File: config.mk
export PLATFORM = sky130hd
export DESIGN_NAME = rxgfc_top
export DESIGN_NICKNAME = d
export VERILOG_FILES = /design/src/logic/rxgfc_pkg.sv /design/src/logic/rxgfc_gain_lut.sv /design/src/logic/rxgfc_top.sv
export VERILOG_INCLUDE_DIRS = /design/src /design/src/logic
export SDC_FILE = /design/constraint.sdc
export NUM_CORES = 1
export LEC_CHECK = 0
export BUFFER_PORTS_ARGS = -buffer_cell sky130_fd_sc_hd__buf_2
export CAP_MARGIN = 10
export CORE_MARGIN = 3
export CORE_UTILIZATION = 43
export CTS_CLUSTER_DIAMETER = 60
export DETAILED_ROUTE_END_ITERATION = 10
export SKIP_LAST_GASP = 1
export SLEW_MARGIN = 10
export SYNTH_ARGS = -nofsm -noshare
export SYNTH_HDL_FRONTEND = slang
export SYNTH_HIERARCHICAL = 1
export SYNTH_SLANG_ARGS = --single-unit
File: constraint.sdc
create_clock -name clk_sys -period 3.2 [get_ports clk_sys]
set_input_delay 0.32 -clock clk_sys [delete_from_list [all_inputs] [get_ports clk_sys]]
set_output_delay 0.32 -clock clk_sys [all_outputs]
set_load 0.02 [all_outputs]
File: src/logic/rxgfc_map.svh
// Operation
// - six-bit word sets gain -12 to +48 dB
// - alternative three-bit mapping, 8 dB steps
// - two coarse stages span -12..+42 dB, 6 dB
// - fine stage adds 0..6 dB in 1 dB
// - look-up table splits gain across stages
// - offset calibration at power-up or on request
// - calibration shorts input, forces high gain
// - servo trims DAC until offset within 32
// - target write starts filter calibration, under 100us
// - filter enabled at reset, clearing bit 0 bypasses
// - eight-bit cut-off target at address 0x08
// - rewriting same target still recalibrates
`ifndef RXGFC_MAP_SVH
`define RXGFC_MAP_SVH

// ----------------------------------------
// register map
// ----------------------------------------
`define RXGFC_ADDR_FCTRL     8'h07
`define RXGFC_ADDR_FTARGET   8'h08
`define RXGFC_FCTRL_RST      8'h01
`define RXGFC_FTARGET_RST    8'h80
`define RXGFC_FCTRL_EN_BIT   0

// ----------------------------------------
// gain mapping
// ----------------------------------------
`define RXGFC_GAIN_MAX       6'h3c
`define RXGFC_GAIN3_MAX      3'h6
`define RXGFC_GAIN3_SHIFT    3
`define RXGFC_COARSE_STEP    6
`define RXGFC_COARSE_MAX     9
`define RXGFC_STG1_MAX       4
`define RXGFC_FINE_MAX       3'h6
`define RXGFC_LUT_DEPTH      61

// ----------------------------------------
// calibration timing
// ----------------------------------------
`define RXGFC_OFS_LIMIT      12'sh020
`define RXGFC_CALDAC_MID     8'h80
`define RXGFC_OC_SETTLE      8'h10
`define RXGFC_CLK_PERIOD_NS  50
`define RXGFC_FCAL_TIME_NS   100000
`define RXGFC_FCAL_CYCLES    ((`RXGFC_FCAL_TIME_NS / `RXGFC_CLK_PERIOD_NS) - 1)

`endif

File: src/logic/rxgfc_pkg.sv
`include "rxgfc_map.svh"

package rxgfc_pkg;

	typedef logic [2:0] rxgfc_stage_t;
	typedef logic [5:0] rxgfc_gidx_t;

	typedef enum logic [2:0] {
		OC_IDLE   = 3'h1,
		OC_SETTLE = 3'h2,
		OC_CHECK  = 3'h4
	} rxgfc_oc_state_t;

	// total gain above -12 dB, in 1 dB steps
	function automatic rxgfc_gidx_t rxgfc_gain_index(input logic [5:0] word, input logic mode3);
		rxgfc_gidx_t idx;
		logic [2:0]  c3;
		idx = 6'h00;
		c3  = (word[2:0] > `RXGFC_GAIN3_MAX) ? `RXGFC_GAIN3_MAX : word[2:0];
		if (mode3) begin
			idx = {c3, 3'h0};
		end else begin
			idx = (word > `RXGFC_GAIN_MAX) ? `RXGFC_GAIN_MAX : word;
		end
		return idx;
	endfunction : rxgfc_gain_index

endpackage : rxgfc_pkg

File: src/logic/rxgfc_gain_lut.sv
`timescale 1ns/1ns
`include "rxgfc_map.svh"

module rxgfc_gain_lut
	import rxgfc_pkg::*;
(
	// requested gain
	input  wire logic [5:0]   gainWord,
	input  wire logic         gainMode3,
	// per-stage settings
	output rxgfc_stage_t      coarse1,
	output rxgfc_stage_t      coarse2,
	output rxgfc_stage_t      fine
);

	// ----------------------------------------
	// constant table {coarse1, coarse2, fine}
	// ----------------------------------------
	logic [8:0]  lut [0:`RXGFC_LUT_DEPTH-1];
	rxgfc_gidx_t gainIdx;
	logic [8:0]  entry;

	genvar i;
	generate
		for (i = 0; i < `RXGFC_LUT_DEPTH; i++) begin : g_lut
			localparam int CT = (i / `RXGFC_COARSE_STEP > `RXGFC_COARSE_MAX) ?
				`RXGFC_COARSE_MAX : i / `RXGFC_COARSE_STEP;
			localparam int FT = i - `RXGFC_COARSE_STEP * CT;
			localparam int C1 = (CT > `RXGFC_STG1_MAX) ? `RXGFC_STG1_MAX : CT;
			localparam int C2 = CT - C1;
			// stage one takes coarse steps first, it carries the low-noise preamp
			assign lut[i] = {3'(C1), 3'(C2), 3'(FT)};
		end
	endgenerate

	assign gainIdx = rxgfc_gain_index(gainWord, gainMode3);
	assign entry   = lut[gainIdx];
	assign coarse1 = entry[8:6];
	assign coarse2 = entry[5:3];
	assign fine    = entry[2:0];

endmodule : rxgfc_gain_lut

File: src/logic/rxgfc_top.sv
`timescale 1ns/1ns
`include "rxgfc_map.svh"

module rxgfc_top
	import rxgfc_pkg::*;
(
	// clock and reset
	input  wire logic         clk_sys,
	input  wire logic         rstn,
	// serial-port register access
	input  wire logic         regWrEn,
	input  wire logic         regRdEn,
	input  wire logic [7:0]   regAddr,
	input  wire logic [7:0]   regWrData,
	output logic [7:0]        regRdData,
	// gain request pins and mode
	input  wire logic [5:0]   gainPins,
	input  wire logic         gainMode3,
	// offset calibration request and measurement
	input  wire logic         offsetCalReq,
	input  wire logic signed [11:0] offsetMeas,
	// amplifier stage settings
	output rxgfc_stage_t      coarseStage1,
	output rxgfc_stage_t      coarseStage2,
	output rxgfc_stage_t      fineStage,
	output logic              inputShort,
	// offset calibration status
	output logic [7:0]        calDacCode,
	output logic              offsetCalBusy,
	output logic              offsetCalFail,
	// filter control and status
	output logic              filterEnable,
	output logic [7:0]        cutoffApplied,
	output logic              filterCalBusy
);

	// ----------------------------------------
	// reset release
	// ----------------------------------------
	logic [1:0] rstSync_reg;
	logic       rstnSys;

	always_ff @(posedge clk_sys or negedge rstn) begin
		if (!rstn) rstSync_reg <= 2'h0;
		else rstSync_reg <= {rstSync_reg[0], 1'b1};
	end
	assign rstnSys = rstSync_reg[1];

	// ----------------------------------------
	// gain pins synchroniser and table
	// ----------------------------------------
	logic [5:0]   gainMeta_reg;
	logic [5:0]   gainSync_reg;
	logic         modeMeta_reg;
	logic         modeSync_reg;
	rxgfc_stage_t lutC1;
	rxgfc_stage_t lutC2;
	rxgfc_stage_t lutF;

	always_ff @(posedge clk_sys or negedge rstnSys) begin
		if (!rstnSys) begin
			gainMeta_reg <= 6'h00;
			gainSync_reg <= 6'h00;
			modeMeta_reg <= 1'b0;
			modeSync_reg <= 1'b0;
		end else begin
			gainMeta_reg <= gainPins;
			gainSync_reg <= gainMeta_reg;
			modeMeta_reg <= gainMode3;
			modeSync_reg <= modeMeta_reg;
		end
	end

	rxgfc_gain_lut u_lut (
		.gainWord  (gainSync_reg),
		.gainMode3 (modeSync_reg),
		.coarse1   (lutC1),
		.coarse2   (lutC2),
		.fine      (lutF)
	);

	// ----------------------------------------
	// register decode
	// ----------------------------------------
	logic [7:0] fctrl_reg;
	logic [7:0] ftarget_reg;
	logic [7:0] rdData_reg;
	logic       ctrlWr;
	logic       tgtWr;
	logic [7:0] rdMux;

	assign ctrlWr = regWrEn && (regAddr == `RXGFC_ADDR_FCTRL);
	assign tgtWr  = regWrEn && (regAddr == `RXGFC_ADDR_FTARGET);
	assign rdMux  = (regAddr == `RXGFC_ADDR_FCTRL)   ? fctrl_reg :
	                (regAddr == `RXGFC_ADDR_FTARGET) ? ftarget_reg : 8'h00;

	always_ff @(posedge clk_sys or negedge rstnSys) begin
		if (!rstnSys) begin
			fctrl_reg   <= `RXGFC_FCTRL_RST;
			ftarget_reg <= `RXGFC_FTARGET_RST;
			rdData_reg  <= 8'h00;
		end else begin
			if (ctrlWr) fctrl_reg <= regWrData;
			if (tgtWr) ftarget_reg <= regWrData;
			if (regRdEn) rdData_reg <= rdMux;
		end
	end

	// ----------------------------------------
	// filter cut-off calibration
	// ----------------------------------------
	logic        fcalBusy_reg;
	logic [10:0] fcalCnt_reg;
	logic [7:0]  fcalValue_reg;
	logic [7:0]  applied_reg;
	logic        fcalLast;

	assign fcalLast = (fcalCnt_reg == 11'(`RXGFC_FCAL_CYCLES - 1));

	// any write restarts, even the same value: drift recalibration relies on it
	always_ff @(posedge clk_sys or negedge rstnSys) begin
		if (!rstnSys) begin
			fcalBusy_reg  <= 1'b0;
			fcalCnt_reg   <= 11'h000;
			fcalValue_reg <= `RXGFC_FTARGET_RST;
			applied_reg   <= `RXGFC_FTARGET_RST;
		end else if (tgtWr) begin
			fcalBusy_reg  <= 1'b1;
			fcalCnt_reg   <= 11'h000;
			fcalValue_reg <= regWrData;
		end else if (fcalBusy_reg) begin
			if (fcalLast) begin
				fcalBusy_reg <= 1'b0;
				applied_reg  <= fcalValue_reg;
			end else begin
				fcalCnt_reg <= fcalCnt_reg + 11'h001;
			end
		end
	end

	// ----------------------------------------
	// offset cancellation servo
	// ----------------------------------------
	rxgfc_oc_state_t ocState_reg;
	rxgfc_oc_state_t ocState_next;
	logic [7:0]      ocCnt_reg;
	logic [7:0]      ocCnt_next;
	logic [7:0]      dac_reg;
	logic [7:0]      dac_next;
	logic            fail_reg;
	logic            fail_next;
	logic            pend_reg;
	logic            pend_next;
	logic            inWindow;
	logic            ocActive;

	assign inWindow = (offsetMeas <= `RXGFC_OFS_LIMIT) && (offsetMeas >= -`RXGFC_OFS_LIMIT);
	assign ocActive = (ocState_reg != OC_IDLE);

	always_comb begin
		ocState_next = ocState_reg;
		ocCnt_next   = ocCnt_reg;
		dac_next     = dac_reg;
		fail_next    = fail_reg;
		pend_next    = pend_reg || offsetCalReq;
		case (ocState_reg)
			OC_IDLE: begin
				if (pend_next) begin
					ocState_next = OC_SETTLE;
					pend_next    = 1'b0;
					ocCnt_next   = `RXGFC_OC_SETTLE;
					dac_next     = `RXGFC_CALDAC_MID;
					fail_next    = 1'b0;
				end
			end
			OC_SETTLE: begin
				if (ocCnt_reg == 8'h00) ocState_next = OC_CHECK;
				else ocCnt_next = ocCnt_reg - 8'h01;
			end
			OC_CHECK: begin
				ocCnt_next = `RXGFC_OC_SETTLE;
				if (inWindow) begin
					ocState_next = OC_IDLE;
				end else if (offsetMeas > 12'sh000) begin
					if (dac_reg == 8'h00) begin
						ocState_next = OC_IDLE;
						fail_next    = 1'b1;
					end else begin
						ocState_next = OC_SETTLE;
						dac_next     = dac_reg - 8'h01;
					end
				end else begin
					if (dac_reg == 8'hff) begin
						ocState_next = OC_IDLE;
						fail_next    = 1'b1;
					end else begin
						ocState_next = OC_SETTLE;
						dac_next     = dac_reg + 8'h01;
					end
				end
			end
			default: begin
				ocState_next = OC_IDLE;
			end
		endcase
	end

	// pending set at reset gives the automatic power-up run
	always_ff @(posedge clk_sys or negedge rstnSys) begin
		if (!rstnSys) begin
			ocState_reg <= OC_IDLE;
			ocCnt_reg   <= 8'h00;
			dac_reg     <= `RXGFC_CALDAC_MID;
			fail_reg    <= 1'b0;
			pend_reg    <= 1'b1;
		end else begin
			ocState_reg <= ocState_next;
			ocCnt_reg   <= ocCnt_next;
			dac_reg     <= dac_next;
			fail_reg    <= fail_next;
			pend_reg    <= pend_next;
		end
	end

	// ----------------------------------------
	// stage outputs
	// ----------------------------------------
	rxgfc_stage_t c1_reg;
	rxgfc_stage_t c2_reg;
	rxgfc_stage_t f_reg;
	logic         short_reg;
	logic         busyOut_reg;

	always_ff @(posedge clk_sys or negedge rstnSys) begin
		if (!rstnSys) begin
			c1_reg      <= 3'h0;
			c2_reg      <= 3'h0;
			f_reg       <= 3'h0;
			short_reg   <= 1'b0;
			busyOut_reg <= 1'b0;
		end else begin
			// highest gain during calibration, where the servo sees offset best
			c1_reg      <= ocActive ? 3'(`RXGFC_STG1_MAX) : lutC1;
			c2_reg      <= ocActive ? 3'(`RXGFC_COARSE_MAX - `RXGFC_STG1_MAX) : lutC2;
			f_reg       <= ocActive ? `RXGFC_FINE_MAX : lutF;
			short_reg   <= ocActive;
			busyOut_reg <= ocActive;
		end
	end

	assign regRdData     = rdData_reg;
	assign coarseStage1  = c1_reg;
	assign coarseStage2  = c2_reg;
	assign fineStage     = f_reg;
	assign inputShort    = short_reg;
	assign calDacCode    = dac_reg;
	assign offsetCalBusy = busyOut_reg;
	assign offsetCalFail = fail_reg;
	assign filterEnable  = fctrl_reg[`RXGFC_FCTRL_EN_BIT];
	assign cutoffApplied = applied_reg;
	assign filterCalBusy = fcalBusy_reg;

	// ----------------------------------------
	// assertions
	// ----------------------------------------
	logic [6:0] totalIdx;
	assign totalIdx = 7'(c1_reg) * 7'h06 + 7'(c2_reg) * 7'h06 + 7'(f_reg);

	property p_gain6;
		@(posedge clk_sys) disable iff (!rstnSys)
		(!ocActive && !modeSync_reg) |=> (totalIdx == 7'(rxgfc_gain_index($past(gainSync_reg), 1'b0)));
	endproperty
	a_gain6: assert property (p_gain6) else $error("six-bit gain mapping wrong");

	property p_gain3;
		@(posedge clk_sys) disable iff (!rstnSys)
		(!ocActive && modeSync_reg) |=> (totalIdx[2:0] == 3'h0) && (totalIdx <= 7'h30);
	endproperty
	a_gain3: assert property (p_gain3) else $error("three-bit gain not on 8 dB grid");

	property p_coarse;
		@(posedge clk_sys) disable iff (!rstnSys)
		(c1_reg <= 3'h4) && (c2_reg <= 3'h5);
	endproperty
	a_coarse: assert property (p_coarse) else $error("coarse stage out of range");

	property p_fine;
		@(posedge clk_sys) disable iff (!rstnSys)
		(!ocActive && (gainSync_reg < 6'h3c) && !modeSync_reg) |=> (f_reg <= 3'h5);
	endproperty
	a_fine: assert property (p_fine) else $error("fine stage used beyond need");

	property p_powerup;
		@(posedge clk_sys) disable iff (!rstnSys)
		$rose(rstnSys) |-> ##[0:3] ocActive;
	endproperty
	a_powerup: assert property (p_powerup) else $error("no offset run after reset");

	property p_force;
		@(posedge clk_sys) disable iff (!rstnSys)
		ocActive |=> inputShort && (coarseStage1 == 3'h4) && (coarseStage2 == 3'h5) && (fineStage == 3'h6);
	endproperty
	a_force: assert property (p_force) else $error("calibration not forcing high gain");

	property p_servo;
		@(posedge clk_sys) disable iff (!rstnSys)
		(ocState_reg == OC_CHECK && inWindow) |=> !ocActive && !offsetCalFail && $stable(calDacCode);
	endproperty
	a_servo: assert property (p_servo) else $error("servo did not stop in window");

	property p_fstart;
		@(posedge clk_sys) disable iff (!rstnSys)
		tgtWr |=> filterCalBusy && (fcalCnt_reg == 11'h000) && (fcalValue_reg == $past(regWrData));
	endproperty
	a_fstart: assert property (p_fstart) else $error("target write did not restart calibration");

	property p_fend;
		@(posedge clk_sys) disable iff (!rstnSys)
		(filterCalBusy && fcalLast && !tgtWr) |=> !filterCalBusy && (cutoffApplied == $past(fcalValue_reg));
	endproperty
	a_fend: assert property (p_fend) else $error("filter calibration end wrong");

	property p_fbound;
		@(posedge clk_sys) disable iff (!rstnSys)
		filterCalBusy |-> (fcalCnt_reg < 11'h7cf);
	endproperty
	a_fbound: assert property (p_fbound) else $error("filter calibration too long");

	property p_fctrl;
		@(posedge clk_sys) disable iff (!rstnSys)
		ctrlWr |=> (filterEnable == $past(regWrData[0]));
	endproperty
	a_fctrl: assert property (p_fctrl) else $error("filter enable not following write");

	property p_target;
		@(posedge clk_sys) disable iff (!rstnSys)
		(tgtWr ##1 !tgtWr ##1 (regRdEn && regAddr == 8'h08 && !regWrEn)) |=> (regRdData == $past(regWrData, 3));
	endproperty
	a_target: assert property (p_target) else $error("target readback wrong");

	c_restart: cover property (@(posedge clk_sys) disable iff (!rstnSys) filterCalBusy && tgtWr);
	c_fdone:   cover property (@(posedge clk_sys) disable iff (!rstnSys) $fell(filterCalBusy));
	c_ocfail:  cover property (@(posedge clk_sys) disable iff (!rstnSys) $rose(offsetCalFail));
	c_ocreq:   cover property (@(posedge clk_sys) disable iff (!rstnSys) !ocActive && offsetCalReq);

endmodule : rxgfc_top

==> key figures <==
Synthesis
  – Post-synth EDFFs: 0
  – Synth top area share: 0.4755
  – Post-Synthesis Cells: about 410
  – Distinct cells, synth: 68
  – Synth Warn #: 6
  – Synthesized cell area: about 0.0045 mm²
  – Synth Area per Inst: roughly 11 µm²
  – Synth area leaders: dfrtp_1, nor2_1, dfstp_2, mux2_2, nand2_1
  – Main flop type after synthesis: dfrtp_1
  – Syn_nets: 466
  – Sequential area share after synthesis: 0.5108
  – Yosys top cell by area: dfrtp_1
  – Fraction of registers with async set/reset: 1.000
  – #FFs+latches synth: 91

Critical path
  – CP max FO: 13
  – Reg2reg setup slack: 0.62 ns
  – Worst setup path start: gainSync_reg[2]
  – Setup CP Type: register to register
  – Slowest cell on the critical path: dfrtp_1
  – Critical Path End Type: register
  – R2R Path Start: gainSync_reg[2]
  – Worst EP arrival: between 2 and 3 ns
  – WP data required: 3.44 ns
  – CP max stage delay: around 0.54 ns
  – Worst Setup Start Kind: register
  – Crit-path cells: and4_1 > nor3b_2 > ha_1 > and4b_1 > a221oi_2 > nor2_1 > a211o_1 > or3_1

Final layout
  – Number of flip-flops in the largest register: 11
  – # diodes: 0
  – Layout cells sized above 1: 0.2786
  – Final #Nets: about 550
  – Most frequent cells in the layout: dfrtp_1, buf_2, nor2_1, nand2_1, a21oi_1
  – Commonest non-fill, non-tap cell in the layout: dfrtp_1
  – Area delta synth->final: 15.55%

Place
  – I/O Buffers: 77
  – Gp weighted congestion: 0.8033
  – Dpl hpwl: 6479 µm

Floorplan
  – Die W: 108.0 µm
  – Die ar.: ~0.012 mm²
  – Die height: about 110 µm
  – # IOs: between 70 and 80
  – CORE AREA: about 0.01 mm²
  – Rows: 36
  – Starting density of the core: 0.4493

Timing
  – WHS: around 0.069 ns
  – Slew Viols, Final: 0
  – Clk_skew: ~0.011 ns
  – Tcrit/Tclk final: 0.8078
  – Final Setup Violations: 0
  – Setup TNS: 0 ns
  – Fin crit period: about 2.6 ns
  – Final hold vios: 0
  – Slew margin rel.: 0.5044
  – RSZ-0062 raised after global routing: false
  – Slew @ Worst Pin: between 0.7 and 0.8 ns
  – Fmax: a little under 400 MHz

Clock network
  – Total clock sinks: 91
  – Hold_buf cts: 1
  – Clk slew on worst S/H paths: 0.09 ns
  – H-tree Lvls: 3
  – Clock buffer depth: 2
  – TritonCTS Buffers: 9
  – Post-CTS setup buffers: 0
  – CTS root buffer: clkbuf_8
  – Clock latency on the worst-skew pair: approximately 0.36 ns
  – Post_cts resized: 0
  – CTS tree: done

Routing
  – DRC: 0
  – Via count: between 3000 and 4000
  – Vias per std cell: between 5 and 6
  – Routed Antenna Nets: 0
  – First DRT Iteration DRCs: 140
  – DR pass1 iterations: 4
  – Routed len/inst: around 14 µm
  – Total wire length: 8993 µm

Power
  – Internal: about 2.0 mW
  – Sw frac: 0.3439
  – Comb pwr share: 0.264
  – Power Density: just under 600 mW/mm²
  – Pleak: around 2.4 nW
  – Clk pwr share: 0.228
  – Worst IR drop on VDD: about 0.29 mV
  – NetSw: between 1 and 1.5 mW
  – Seq pwr share: 0.508

Global routing
  – First-pass GRT wire length: between 15000 and 20000 µm
  – Largest net degree at the start of global routing: 58
  – Vias in the first global route: about 3200
  – Gr usage total: 0.1607
  – Initial antenna violation count: 0
  – Gr ovfl total: 0

Min path
  – Hold crit path type: primary input to register
  – Hold path start: gainPins[5]

Job
  – # Max-Cap Violations: 0

Run status
  – Status: completed
power groups by stage:
stage / combinational, mW / clock (mW) / sequential [mW]
floorplan: 0.554 / 0 / 1.60
global placement: 0.795 / 0 / 1.57
detailed placement: 0.815 / 0 / 1.58
CTS: 0.821 / 0.733 / 1.56
global route: 0.914 / 0.788 / 1.59
finish: 0.809 / 0.697 / 1.56
area by class of cell:
type	instances	area (µm²)
repair buffers	85	447.9
clock buffers	12	145.1
clock inverters	3	23.77
well taps	133	166.4
flip-flops and latches	91	2288
inverters	13	48.80
fillers	918	4786
multi-input cells	295	2048
metrics by stage:
stage	util	instance area [µm²]	std cells	setup WS, ns	total power [mW]
final	0.5192	5169	632	0.6150	3.062
after global routing	0.5192	5169	632	0.4550	3.295
after CTS	0.5192	5169	632	0.5958	3.112
after detailed placement	0.5013	4990	616	0.3151	2.395
after global placement	0.5013	4990	616	0.4305	2.369
after floorplan	-	4473	414	0.4881	2.152
per-layer routing:
| metal | routed length (µm) | GRT usage | vias up |
|---|---|---|---|
| met4 | 142 | 0.06041 | 0 |
| met5 | 0 | 0 | - |
| met3 | 507 | 0.03821 | 13 |
| met1 | 4093 | 0.2159 | 1588 |
| met2 | 4249 | 0.2540 | 75 |
| li1 | - | - | 1628 |
critical path, delay by kind of cell, from the launching register on:
kind,cells,cell delay (ns)
adder cells (fa/ha/maj),1,0.31
AND/OR/NAND/NOR,5,1.15
AO/OA/AOI/OAI,2,0.48
flip-flops,1,0.54
path summary, 6_finish.rpt:
check                                  end  cells past startpoint
max reg2reg                   fineStage[2]                      8
max                           fineStage[2]                      8
min                        gainMeta_reg[5]                      1
min in group asynchronous   rstSync_reg[1]                      2
max in group asynchronous     fctrl_reg[0]                      1
min reg2reg                 rstSync_reg[1]                      0
synthesized netlist by cell type, types with 4 or more instances:
master,count
dfrtp_1,85
nand2b_1,5
clkbuf_1,4
o21ai_0,9
xor2_1,14
nor2_1,49
mux2_2,13
nand2_1,39
xnor2_1,7
mux2_4,8
a22oi_1,10
and2_1,5
dfstp_2,6
a21oi_1,19
nand3b_1,4
nand3_1,10
nor4_1,5
nand4_1,8
buf_2,4
ha_1,11
or3_1,5
inv_1,13
nor3_1,7
o31ai_1,4
kinds of logic after synthesis:
| family | count (synthesis) | synth area share |
|---|---|---|
| other cells | 1 | 0.0008384 |
| fa+ha+maj | 12 | 0.03524 |
| flops | 91 | 0.5108 |
| simple gates | 164 | 0.1924 |
| compound gates | 71 | 0.1158 |
| mux | 26 | 0.07245 |
| buf+inv | 28 | 0.03133 |
| xor+xnor | 21 | 0.04112 |
(Power assumes the default switching activity.)
